## src/verilog/chan_cal_regs.vh

```
// Purpose: Register offsets, field positions and reset values of the channel-0 calibration bank
// Assumes: Classic Wishbone, 32-bit data, word index = register address
// Notes: Byte address is four times the word index
`ifndef CHAN_CAL_REGS_VH
`define CHAN_CAL_REGS_VH

// ----------------------------------------------------------------
// Register indices
// ----------------------------------------------------------------
`define IDX_LIMIT_HIGH 6'h07
`define IDX_LIMIT_LOW 6'h08
`define IDX_CHAN0_CONFIG 6'h09
`define IDX_CHAN0_OFFSET_HIGH 6'h0a
`define IDX_CHAN0_OFFSET_LOW 6'h0b
`define IDX_CHAN0_GAIN_HIGH 6'h0c
`define IDX_CHAN0_GAIN_LOW 6'h0d

// ----------------------------------------------------------------
// Field positions
// ----------------------------------------------------------------
`define UPPER_BYTE_HI 15
`define UPPER_BYTE_LO 8
`define SETTING_HI 3
`define SETTING_LO 0
`define DELAY_HI 15
`define DELAY_LO 6
`define DC_OFF_BIT 2
`define INSEL_HI 1
`define INSEL_LO 0

// ----------------------------------------------------------------
// Reset values
// ----------------------------------------------------------------
`define RST_ZERO16 16'h0000
`define RST_GAIN_HIGH 16'h8000
`define RST_ZERO24 24'h000000
`define RST_ZERO10 10'h000
`define RST_ZERO4 4'h0
`define RST_BIT_CLEAR 1'b0
`define RST_BIT_SET 1'b1
`define RST_GAIN_FULL 24'h800000

// ----------------------------------------------------------------
// Writable-bit masks and gain reference
// ----------------------------------------------------------------
`define MASK_FULL 16'hffff
`define MASK_LIMIT_LOW 16'hff0f
`define MASK_CONFIG 16'hffc7
`define MASK_UPPER_BYTE 16'hff00
`define GAIN_UNITY 24'h800000

// ----------------------------------------------------------------
// Input select codes
// ----------------------------------------------------------------
`define INSEL_PINS 2'h0
`define INSEL_SHORTED 2'h1
`define INSEL_TEST_POS 2'h2
`define INSEL_TEST_NEG 2'h3

`endif

```

## src/verilog/masked_reg16.v

```verilog
// Purpose: One 16-bit register with a writable-bit mask and byte enables
// Assumes: Clocked by the system clock, asynchronous active-high reset
// Notes: Bits outside the mask hold zero and read zero

module masked_reg16 #(
    parameter [15:0] RESET_VALUE = 16'h0000,
    parameter [15:0] WRITE_MASK = 16'hffff
) (
    // Clock and reset
    input wire clk_sys,
    input wire rst,
    // Write port
    input wire wr_en,
    input wire [1:0] byte_en,
    input wire [15:0] wr_data,
    // Stored value
    output wire [15:0] value
);

    reg [15:0] value_q;
    wire [15:0] lane_mask;

    assign lane_mask = {{8{byte_en[1]}}, {8{byte_en[0]}}} & WRITE_MASK;
    assign value = value_q & WRITE_MASK;

    always @(posedge clk_sys or posedge rst)
    begin
        if (rst)
        begin
            value_q <= RESET_VALUE & WRITE_MASK;
        end
        else if (wr_en)
        begin
            value_q <= (value_q & ~lane_mask) | (wr_data & lane_mask);
        end
    end

endmodule // masked_reg16

```

## src/verilog/wb_ack_gen.v

```verilog
// Purpose: Single-cycle acknowledge generator for classic Wishbone
// Assumes: Master drops cyc/stb for one cycle after ack
// Notes: ack rises the cycle after a new request and lasts one cycle

module wb_ack_gen (
    // Clock and reset
    input wire clk_sys,
    input wire rst,
    // Bus request
    input wire req,
    // Acknowledge
    output wire ack,
    output wire take
);

    reg ack_q;

    assign take = req & ~ack_q;
    assign ack = ack_q;

    always @(posedge clk_sys or posedge rst)
    begin
        if (rst)
        begin
            ack_q <= 1'b0;
        end
        else
        begin
            ack_q <= take;
        end
    end

endmodule // wb_ack_gen

```

## src/verilog/chan_cal_bank.v

```verilog
// Purpose: Channel-0 configuration and calibration register bank with threshold and filter setting
// Assumes: Classic Wishbone slave, 32-bit data, registers at word index = address
// Notes: Unmapped indices read zero and are acknowledged; writes there are dropped
//
// Implementation choice: register access over Wishbone.
`include "chan_cal_regs.vh"

module chan_cal_bank (
    // Clock and reset
    input wire clk_sys,
    input wire rst,
    // Wishbone slave
    input wire wb_cyc_i,
    input wire wb_stb_i,
    input wire wb_we_i,
    input wire [7:0] wb_adr_i,
    input wire [3:0] wb_sel_i,
    input wire [31:0] wb_dat_i,
    output wire [31:0] wb_dat_o,
    output wire wb_ack_o,
    // Current-detect threshold and filter setting
    output wire [23:0] current_detect_limit,
    output wire [3:0] dc_removal_setting,
    // Channel 0 controls
    output wire [9:0] chan0_sample_delay,
    output wire chan0_dc_removal_off,
    output wire [1:0] chan0_input_select,
    output wire chan0_dc_removal_active,
    output wire chan0_input_shorted,
    output wire chan0_test_signal_on,
    output wire chan0_test_signal_negative,
    // Channel 0 calibration
    output wire [23:0] chan0_offset,
    output wire [23:0] chan0_gain,
    output wire chan0_gain_unity
);

    // ----------------------------------------------------------------
    // Bus decode
    // ----------------------------------------------------------------
    localparam NREG = 7;

    wire req;
    wire take;
    wire [5:0] idx;
    wire [NREG-1:0] hit;
    wire [NREG-1:0] wr_hit;
    wire [15:0] value [0:NREG-1];
    reg [31:0] rd_data_q;
    reg [15:0] rd_mux;
    integer k;

    assign req = wb_cyc_i & wb_stb_i;
    assign idx = wb_adr_i[7:2];

    wb_ack_gen ack_gen (
        .clk_sys(clk_sys),
        .rst(rst),
        .req(req),
        .ack(wb_ack_o),
        .take(take)
    );

    // ----------------------------------------------------------------
    // Register storage
    // ----------------------------------------------------------------
    // Index order: limit high, limit low, config, offset high/low, gain high/low
    localparam [6*NREG-1:0] IDX_TABLE = {
        `IDX_CHAN0_GAIN_LOW, `IDX_CHAN0_GAIN_HIGH, `IDX_CHAN0_OFFSET_LOW, `IDX_CHAN0_OFFSET_HIGH,
        `IDX_CHAN0_CONFIG, `IDX_LIMIT_LOW, `IDX_LIMIT_HIGH};
    localparam [16*NREG-1:0] MASK_TABLE = {
        `MASK_UPPER_BYTE, `MASK_FULL, `MASK_UPPER_BYTE, `MASK_FULL,
        `MASK_CONFIG, `MASK_LIMIT_LOW, `MASK_FULL};
    localparam [16*NREG-1:0] RST_TABLE = {
        `RST_ZERO16, `RST_GAIN_HIGH, `RST_ZERO16, `RST_ZERO16,
        `RST_ZERO16, `RST_ZERO16, `RST_ZERO16};

    genvar g;
    generate
        for (g = 0; g < NREG; g = g + 1)
        begin : regs
            assign hit[g] = (idx == IDX_TABLE[6*g +: 6]);
            assign wr_hit[g] = take & wb_we_i & hit[g];
            masked_reg16 #(
                .RESET_VALUE(RST_TABLE[16*g +: 16]),
                .WRITE_MASK(MASK_TABLE[16*g +: 16])
            ) store (
                .clk_sys(clk_sys),
                .rst(rst),
                .wr_en(wr_hit[g]),
                .byte_en(wb_sel_i[1:0]),
                .wr_data(wb_dat_i[15:0]),
                .value(value[g])
            );
        end
    endgenerate

    // ----------------------------------------------------------------
    // Read path
    // ----------------------------------------------------------------
    always @*
    begin
        rd_mux = 16'h0000;
        for (k = 0; k < NREG; k = k + 1)
        begin
            if (hit[k])
            begin
                rd_mux = value[k];
            end
        end
    end

    always @(posedge clk_sys or posedge rst)
    begin
        if (rst)
        begin
            rd_data_q <= 32'h00000000;
        end
        else if (take & ~wb_we_i)
        begin
            rd_data_q <= {16'h0000, rd_mux};
        end
    end

    assign wb_dat_o = rd_data_q;

    // ----------------------------------------------------------------
    // Field registers
    // ----------------------------------------------------------------
    // Threshold and filter setting
    reg [23:0] limit_d;
    reg [23:0] limit_q;
    reg [3:0] setting_d;
    reg [3:0] setting_q;
    // Channel 0 configuration
    reg [9:0] delay_d;
    reg [9:0] delay_q;
    reg dc_off_d;
    reg dc_off_q;
    reg dc_active_d;
    reg dc_active_q;
    reg [1:0] insel_d;
    reg [1:0] insel_q;
    reg shorted_d;
    reg shorted_q;
    reg test_on_d;
    reg test_on_q;
    reg test_neg_d;
    reg test_neg_q;
    // Channel 0 calibration
    reg [23:0] offset_d;
    reg [23:0] offset_q;
    reg [23:0] gain_d;
    reg [23:0] gain_q;
    reg unity_d;
    reg unity_q;

    // ----------------------------------------------------------------
    // Threshold next value
    // ----------------------------------------------------------------
    always @*
    begin
        limit_d = {value[0], value[1][`UPPER_BYTE_HI:`UPPER_BYTE_LO]};
        setting_d = value[1][`SETTING_HI:`SETTING_LO];
    end

    // ----------------------------------------------------------------
    // Configuration next value
    // ----------------------------------------------------------------
    always @*
    begin
        delay_d = value[2][`DELAY_HI:`DELAY_LO];
        dc_off_d = value[2][`DC_OFF_BIT];
        dc_active_d = ~value[2][`DC_OFF_BIT];
        insel_d = value[2][`INSEL_HI:`INSEL_LO];
        shorted_d = 1'b0;
        test_on_d = 1'b0;
        test_neg_d = 1'b0;
        case (insel_d)
            `INSEL_PINS:
            begin
                shorted_d = 1'b0;
            end
            `INSEL_SHORTED:
            begin
                shorted_d = 1'b1;
            end
            `INSEL_TEST_POS:
            begin
                test_on_d = 1'b1;
            end
            `INSEL_TEST_NEG:
            begin
                test_on_d = 1'b1;
                test_neg_d = 1'b1;
            end
            default:
            begin
                test_on_d = 1'b0;
            end
        endcase
    end

    // ----------------------------------------------------------------
    // Calibration next value
    // ----------------------------------------------------------------
    always @*
    begin
        offset_d = {value[3], value[4][`UPPER_BYTE_HI:`UPPER_BYTE_LO]};
        gain_d = {value[5], value[6][`UPPER_BYTE_HI:`UPPER_BYTE_LO]};
        unity_d = (gain_d == `GAIN_UNITY);
    end

    // ----------------------------------------------------------------
    // Field flops
    // ----------------------------------------------------------------
    always @(posedge clk_sys or posedge rst)
    begin
        if (rst)
        begin
            limit_q <= `RST_ZERO24;
            setting_q <= `RST_ZERO4;
        end
        else
        begin
            limit_q <= limit_d;
            setting_q <= setting_d;
        end
    end

    always @(posedge clk_sys or posedge rst)
    begin
        if (rst)
        begin
            delay_q <= `RST_ZERO10;
        end
        else
        begin
            delay_q <= delay_d;
        end
    end

    always @(posedge clk_sys or posedge rst)
    begin
        if (rst)
        begin
            dc_off_q <= `RST_BIT_CLEAR;
        end
        else
        begin
            dc_off_q <= dc_off_d;
        end
    end

    always @(posedge clk_sys or posedge rst)
    begin
        if (rst)
        begin
            dc_active_q <= `RST_BIT_SET;
        end
        else
        begin
            dc_active_q <= dc_active_d;
        end
    end

    always @(posedge clk_sys or posedge rst)
    begin
        if (rst)
        begin
            insel_q <= `INSEL_PINS;
        end
        else
        begin
            insel_q <= insel_d;
        end
    end

    always @(posedge clk_sys or posedge rst)
    begin
        if (rst)
        begin
            shorted_q <= `RST_BIT_CLEAR;
        end
        else
        begin
            shorted_q <= shorted_d;
        end
    end

    always @(posedge clk_sys or posedge rst)
    begin
        if (rst)
        begin
            test_on_q <= `RST_BIT_CLEAR;
        end
        else
        begin
            test_on_q <= test_on_d;
        end
    end

    always @(posedge clk_sys or posedge rst)
    begin
        if (rst)
        begin
            test_neg_q <= `RST_BIT_CLEAR;
        end
        else
        begin
            test_neg_q <= test_neg_d;
        end
    end

    always @(posedge clk_sys or posedge rst)
    begin
        if (rst)
        begin
            offset_q <= `RST_ZERO24;
            gain_q <= `RST_GAIN_FULL;
            unity_q <= `RST_BIT_SET;
        end
        else
        begin
            offset_q <= offset_d;
            gain_q <= gain_d;
            unity_q <= unity_d;
        end
    end

    // ----------------------------------------------------------------
    // Field outputs
    // ----------------------------------------------------------------
    assign current_detect_limit = limit_q;
    assign dc_removal_setting = setting_q;
    assign chan0_sample_delay = delay_q;
    assign chan0_dc_removal_off = dc_off_q;
    assign chan0_dc_removal_active = dc_active_q;
    assign chan0_input_select = insel_q;
    assign chan0_input_shorted = shorted_q;
    assign chan0_test_signal_on = test_on_q;
    assign chan0_test_signal_negative = test_neg_q;
    assign chan0_offset = offset_q;
    assign chan0_gain = gain_q;
    assign chan0_gain_unity = unity_q;

endmodule // chan_cal_bank

```

## config.mk

```make
export PLATFORM = sky130hd
export DESIGN_NAME = chan_cal_bank
export DESIGN_NICKNAME = d
export VERILOG_FILES = /design/src/verilog/masked_reg16.v /design/src/verilog/wb_ack_gen.v /design/src/verilog/chan_cal_bank.v
export VERILOG_INCLUDE_DIRS = /design/src /design/src/verilog
export SDC_FILE = /design/constraint.sdc
export NUM_CORES = 1
export LEC_CHECK = 0
export BUFFER_PORTS_ARGS = -buffer_cell sky130_fd_sc_hd__buf_2
export CORE_UTILIZATION = 37
export CTS_CLUSTER_DIAMETER = 150
export DETAILED_ROUTE_END_ITERATION = 16
export GPL_TIMING_DRIVEN = 0
export PLACE_DENSITY = 0.69
export RECOVER_POWER = 50
export SYNTH_ARGS = -nofsm -noshare
export SYNTH_HDL_FRONTEND = slang
export SYNTH_HIERARCHICAL = 1
export SYNTH_SLANG_ARGS = --single-unit
```

## constraint.sdc

```tcl
create_clock -name clk_sys -period 4.2 [get_ports clk_sys]
set_input_delay 0.42 -clock clk_sys [delete_from_list [all_inputs] [get_ports clk_sys]]
set_output_delay 0.42 -clock clk_sys [all_outputs]
set_load 0.05 [all_outputs]
```

# --- Word level (Yosys, flattened, before mapping) ---
# Index checks and enable logic that the tools add are counted.
totals:
  inputBits: 49
  output_inout_bits: 127
  elab_cells: 79
  register_bits: 223
op_classes:
  n_reduce_logical: 1
  n_mux: 10
  bitwise: 36
  eq_ne: 11
ops:
  columns: ["op", "count"]
  rows:
  - ["16-bit bitwise AND", 11]
  - ["16-bit 2-to-1 mux", 7]
  - ["16-bit OR", 7]
  - ["16-bit inverter", 4]
  - ["6-bit by 4-bit == test with 1-bit output (second input constant)", 6]
  - ["24-bit == test (second input constant)", 1]
  - ["1-bit bitwise AND", 11]
  - ["6-bit by 3-bit == test with 1-bit output (second input constant)", 1]
  - ["2-bit == test (second input constant)", 2]
  - ["1-bit 2-to-1 mux", 3]
  - ["1-bit inverter", 3]
  - ["2-bit by 1-bit == test with 1-bit output (second input constant)", 1]
  - ["2-bit OR reduction", 1]

# --- Longest topological paths before layout ---
depth:
  ltp_word: 8
  mapped_depth: 8
  depth_no_buf: 6

# --- Cells and area by module ---
# Netlist, hierarchy kept.
modules_own_cells:
  columns: ["mod", "seq_area_each_um2", "area_each_um2", "instances", "cells_each"]
  rows:
  - ["chan_cal_bank", 2756.4, 4330.4, 1, 369]
  - ["masked_reg16 (regs[0].store ...)", 400.4, 596.8, 2, 35]
  - ["masked_reg16 (regs[4].store ...)", 200.2, 364.1, 2, 27]
  - ["masked_reg16 (regs[5].store)", 401.6, 598.1, 1, 35]
  - ["masked_reg16 (regs[2].store)", 325.3, 511.7, 1, 33]
  - ["masked_reg16 (regs[1].store)", 300.3, 483.0, 1, 32]
  - ["wb_ack_gen", 25.0, 42.5, 1, 3]

# --- Worst setup path before layout ---
# Ideal clock, no wire load.
synth_path:
  path_type: "input-to-reg"
  from: "in wb_adr_i[2]"
  to: "reg (tool-made name)"
  path_buffers: 3
  required_time_ns: 4.075
  setup_ns: 0.125
  t_arrival_ns: 1.808
  path_slack_ns: 2.267
  cell_stages: 7
  cell_sequence: "buf_2 > clkbuf_1 > buf_2 > nand3_1 > nor3_1 > nand2_1 > mux2_2"
synth_lines:
  columns: ["element", "line_no", "text"]
  rows:
  - ["start: declaration", "chan_cal_bank.v:16", "input wire [7:0] wb_adr_i,"]

==> results.md <==
STA:
- The number of failing hold endpoints at the final stage is 0.
- The worst setup slack after layout is 1.56 ns.
- The final-layout worst hold slack is 0.272 ns.
- The total count of max-transition violations in the final report is 59.
- For the pin with the worst max-slew slack, the measured transition is 2.58 ns.
- Setup repair after global routing left no endpoint under its margin.
- The portion of the clock cycle consumed by the worst path in the final layout is 62.9%.
- The setup TNS is 0 ns.
- The final setup skew is 0.00701 ns.
- The maximum clock frequency is 379 MHz.
- The routed design could run at a clock period as short as 2.64 ns.
- The tightest slew margin relative to the limit is -73.2%.
- The final setup violation count is 0.

CTS:
- The clock transition at the registers of the reported paths is 0.07 ns.
- The number of CTS-inserted buffers is 17.
- In this run the clock root is driven by a sky130_fd_sc_hd__clkbuf_16.
- The worst-skew pair later-pin latency is 0.44 ns.
- The clock tree from TritonCTS is built.
- The clock tree buffer depth is 2.
- Clock tree synthesis found a total of 200 sinks.
- The H-tree generated during clock tree synthesis spans 4 levels.

Yosys:
- The number of different library cells in the post-synthesis netlist is 34.
- In this run the mean area of a mapped cell was 13.2 um2.
- Summing the areas of all compound-gate instances in the mapped netlist gives 6.54% of the synthesized area.
- The number of register bits inferred by synthesis is 200.
- Counting flops with an async set or reset pin after synthesis yields a share of 100%.
- The most used flip-flop cell after synthesis is sky130_fd_sc_hd__dfrtp_1.
- The count of flip-flops with a built-in enable after synthesis is 0.
- The cell area that synthesis handed to floorplanning was 7890 um2.
- The share of synthesized cell area in and, or, nand and nor gates is 8.76%.
- The Yosys step of the flow raised 6 warnings.
- The area share of xor/xnor cells in the synthesized design is 0%.
- The area share of fa/ha/maj cells after synthesis is 0%.
- After synthesis, the share of cell area in mux cells is 15.1%.
- Of the synthesized area, sequential elements account for 63.5%.
- By area, the combinational part of the netlist is dominated by multiplexers.
- Synthesis handed over a netlist of 596 instances.

Power and ir drop:
- Of the total power, the clock network draws 37.9%.
- The worst voltage drop across the vdd grid is 0.178 mV.
- The design draws 4.13 mW.
- The switching power total is 1.15 mW.
- The portion of total power attributed to combinational logic is 12.6%.
- The static power due to leakage is 5.01 nW.
- Internal power comes to 2.98 mW.
- Net switching is 27.9% of the power.
- For this design the ratio of total power to cell area is 428 nW/um2.
- The sequential fraction of design power is 49.4%.

Layout:
- The number of fill cells in the layout is 1962.
- The fraction of layout instances using a drive strength above 1 is 41.1%.
- At the end of the flow, the number of nets in the layout was 838.
- The area taken by multi-input logic gates is 2540 um2.
- The area of all sequential standard cells is 5010 um2.
- Measured on the finished design, the core utilization comes to 46.0%.
- Summing all non-filler instances in the final layout gives an area of 9640 um2.
- The library cells used most frequently in the layout, excluding fill and tap cells, are sky130_fd_sc_hd__dfrtp_1, sky130_fd_sc_hd__buf_2, sky130_fd_sc_hd__mux2_2.
- Leaving out fill and tap cells, the most frequent cell in the layout is sky130_fd_sc_hd__dfrtp_1.
- Excluding fillers, the count of instances in the completed layout stands at 1081.
- Relative to the synthesized area, the layout overhead comes to 22.2%.

Placement:
- The worst setup slack before clock tree synthesis is 1.78 ns.
- Buffers placed on the I/O ports in this run total 138.
- At the end of routability-driven placement, the weighted congestion stood at 0.912.
- Once detailed placement completed, the half-perimeter wirelength came to 15100 um.
- In this run the cell area measured after placement is 9080 um2.
- The cell total after placement is 1044.

Critical path:
- The worst setup path is launched from an input port.
- The maximum fanout along the worst path is 59.
- STA classifies the critical path endpoint as an asynchronous set/reset pin.
- The setup slack of the worst register-to-register path is 1.97 ns.
- The launch point of the worst path is rst.
- The worst register-to-register path begins at ack_gen/ack$_DFF_PP0_.
- The data arrival time of the worst path is 2.79 ns.
- STA puts the critical path data required time at 4.35 ns.
- By startpoint and endpoint, the worst setup path is classified as input port to asynchronous set/reset pin.

Min path:
- The startpoint of the most critical hold path is wb_dat_i[4].
- The min-delay analysis places its worst path in the category input port to flop.

Floorplanning:
- The floorplan step set the die width to 148 um.
- The floorplan has 53 rows.
- The initial utilization of the core area, before any placement, comes to 37.6%.
- In this run the vertical extent of the chip is 148 um.
- The region available for standard cell placement spans 21000 um2.
- The die covers 21900 um2.
- Pin placement for this block handled 176 I/O pins.

Run:
- The count of maximum capacitance violations is 1.

Global route:
- The number of antenna violations at the first check in global routing is 6.
- The aggregate global routing overflow is 0.
- The number of global-route vias before repair was 5235.
- The pin count of the biggest net entering global routing is 60.
- The global router's overall resource usage is 18.9%.
- The wire length of the first global-routing pass is 30600 um.

Drt:
- The number of DRC violations after detailed routing is 0.
- In the routed layout, each cell is associated on average with a via count of 4.77.
- The routed wire length is 19600 um.
- The first detailed-routing pass took 4 iterations.
- The average wire per cell in the routed design is 18.2 um.
- The detailed router finished its first iteration with 282 violations.
- The remaining antenna violation count is 0.
- For this block, the via count after detailed routing is 5151.

Status:
- The checks that failed: max-capacitance violations, max-slew violations.
- The run finished, with violations left.
## per-layer routing
layer | share of wire (%) | up-vias | GRT usage (%)
met5 | 0.14 | - | 0
met4 | 2.7 | 4 | 7.47
met3 | 5.4 | 39 | 4.94
met2 | 48 | 147 | 30.4
met1 | 44 | 2548 | 24.3
li1 | - | 2413 | -
## cell usage after synthesis (all sizes together), types with 8 or more instances
master | number | area [um2]
nand2b | 14 | 87.6
o22ai | 15 | 93.8
inv | 11 | 41.3
nand3 | 33 | 165
buf | 55 | 375
dfrtp | 196 | 4900
clkbuf | 12 | 45.0
nor2b | 21 | 139
o21ai | 19 | 95.1
mux2 | 104 | 1170
a31oi | 30 | 188
o211ai | 15 | 113
nor2 | 8 | 30.0
nand2 | 32 | 145
## worst max-delay path, stage by stage
cell and delay (ns):
sky130_fd_sc_hd__dlygate4sd3_1 0.53, sky130_fd_sc_hd__clkbuf_1 0.25, sky130_fd_sc_hd__clkinvlp_2 1.57
## layout make-up
class                   instances  share of cell area, %
repair buffers                140                   7.39
diodes                          4                  0.104
clock buffers                  21                   4.67
multi-input cells             352                   26.3
inverters                      11                  0.441
flip-flops and latches        200                   52.0
well taps                     275                   3.57
clock inverters                11                   1.18
plain buffers                  67                   4.36
## path summary, 6_finish.rpt
path | to | cells after the start
worst max-delay path | chan0_gain[16]$_DFF_PP0_ | 3
worst min-delay path | flop | 2
worst max register to register | wb_dat_o[7]$_DFFE_PP0P_ | 7
worst min register to register | chan0_offset[6]$_DFF_PP0_ | 0
max in group clk_sys | wb_dat_o[7]$_DFFE_PP0P_ | 7
min in group asynchronous | ack_gen/ack$_DFF_PP0_ | 3
## timing repair
| action | in CTS | in global routing |
|---|---|---|
| setup buffers | 0 | 0 |
| hold endpoints to repair | 1 | 0 |
| resized for setup | 0 | 0 |
| hold buffers | 1 | 0 |
| endpoints found under the setup margin | 0 | 0 |
## power by group through the flow
| stage | clock [mW] | sequential [mW] | combinational, mW |
|---|---|---|---|
| floorplan | 0 | 2.24 | 0.202 |
| global placement | 0 | 2.08 | 0.512 |
| detailed placement | 0 | 2.08 | 0.523 |
| CTS | 1.59 | 2.04 | 0.525 |
| global route | 1.68 | 2.05 | 0.557 |
| finish | 1.57 | 2.04 | 0.521 |
## logic make-up (layout without fill, tap and decap cells)
logic type / Yosys count / after routing
buffers and inverters: 78 / 250
AOI/OAI and AO/OA: 82 / 82
muxes: 106 / 106
DFF: 200 / 200
other: 5 / 43
and+or+nand+nor: 125 / 125
Note: power is estimated with default switching activity, not from simulation.
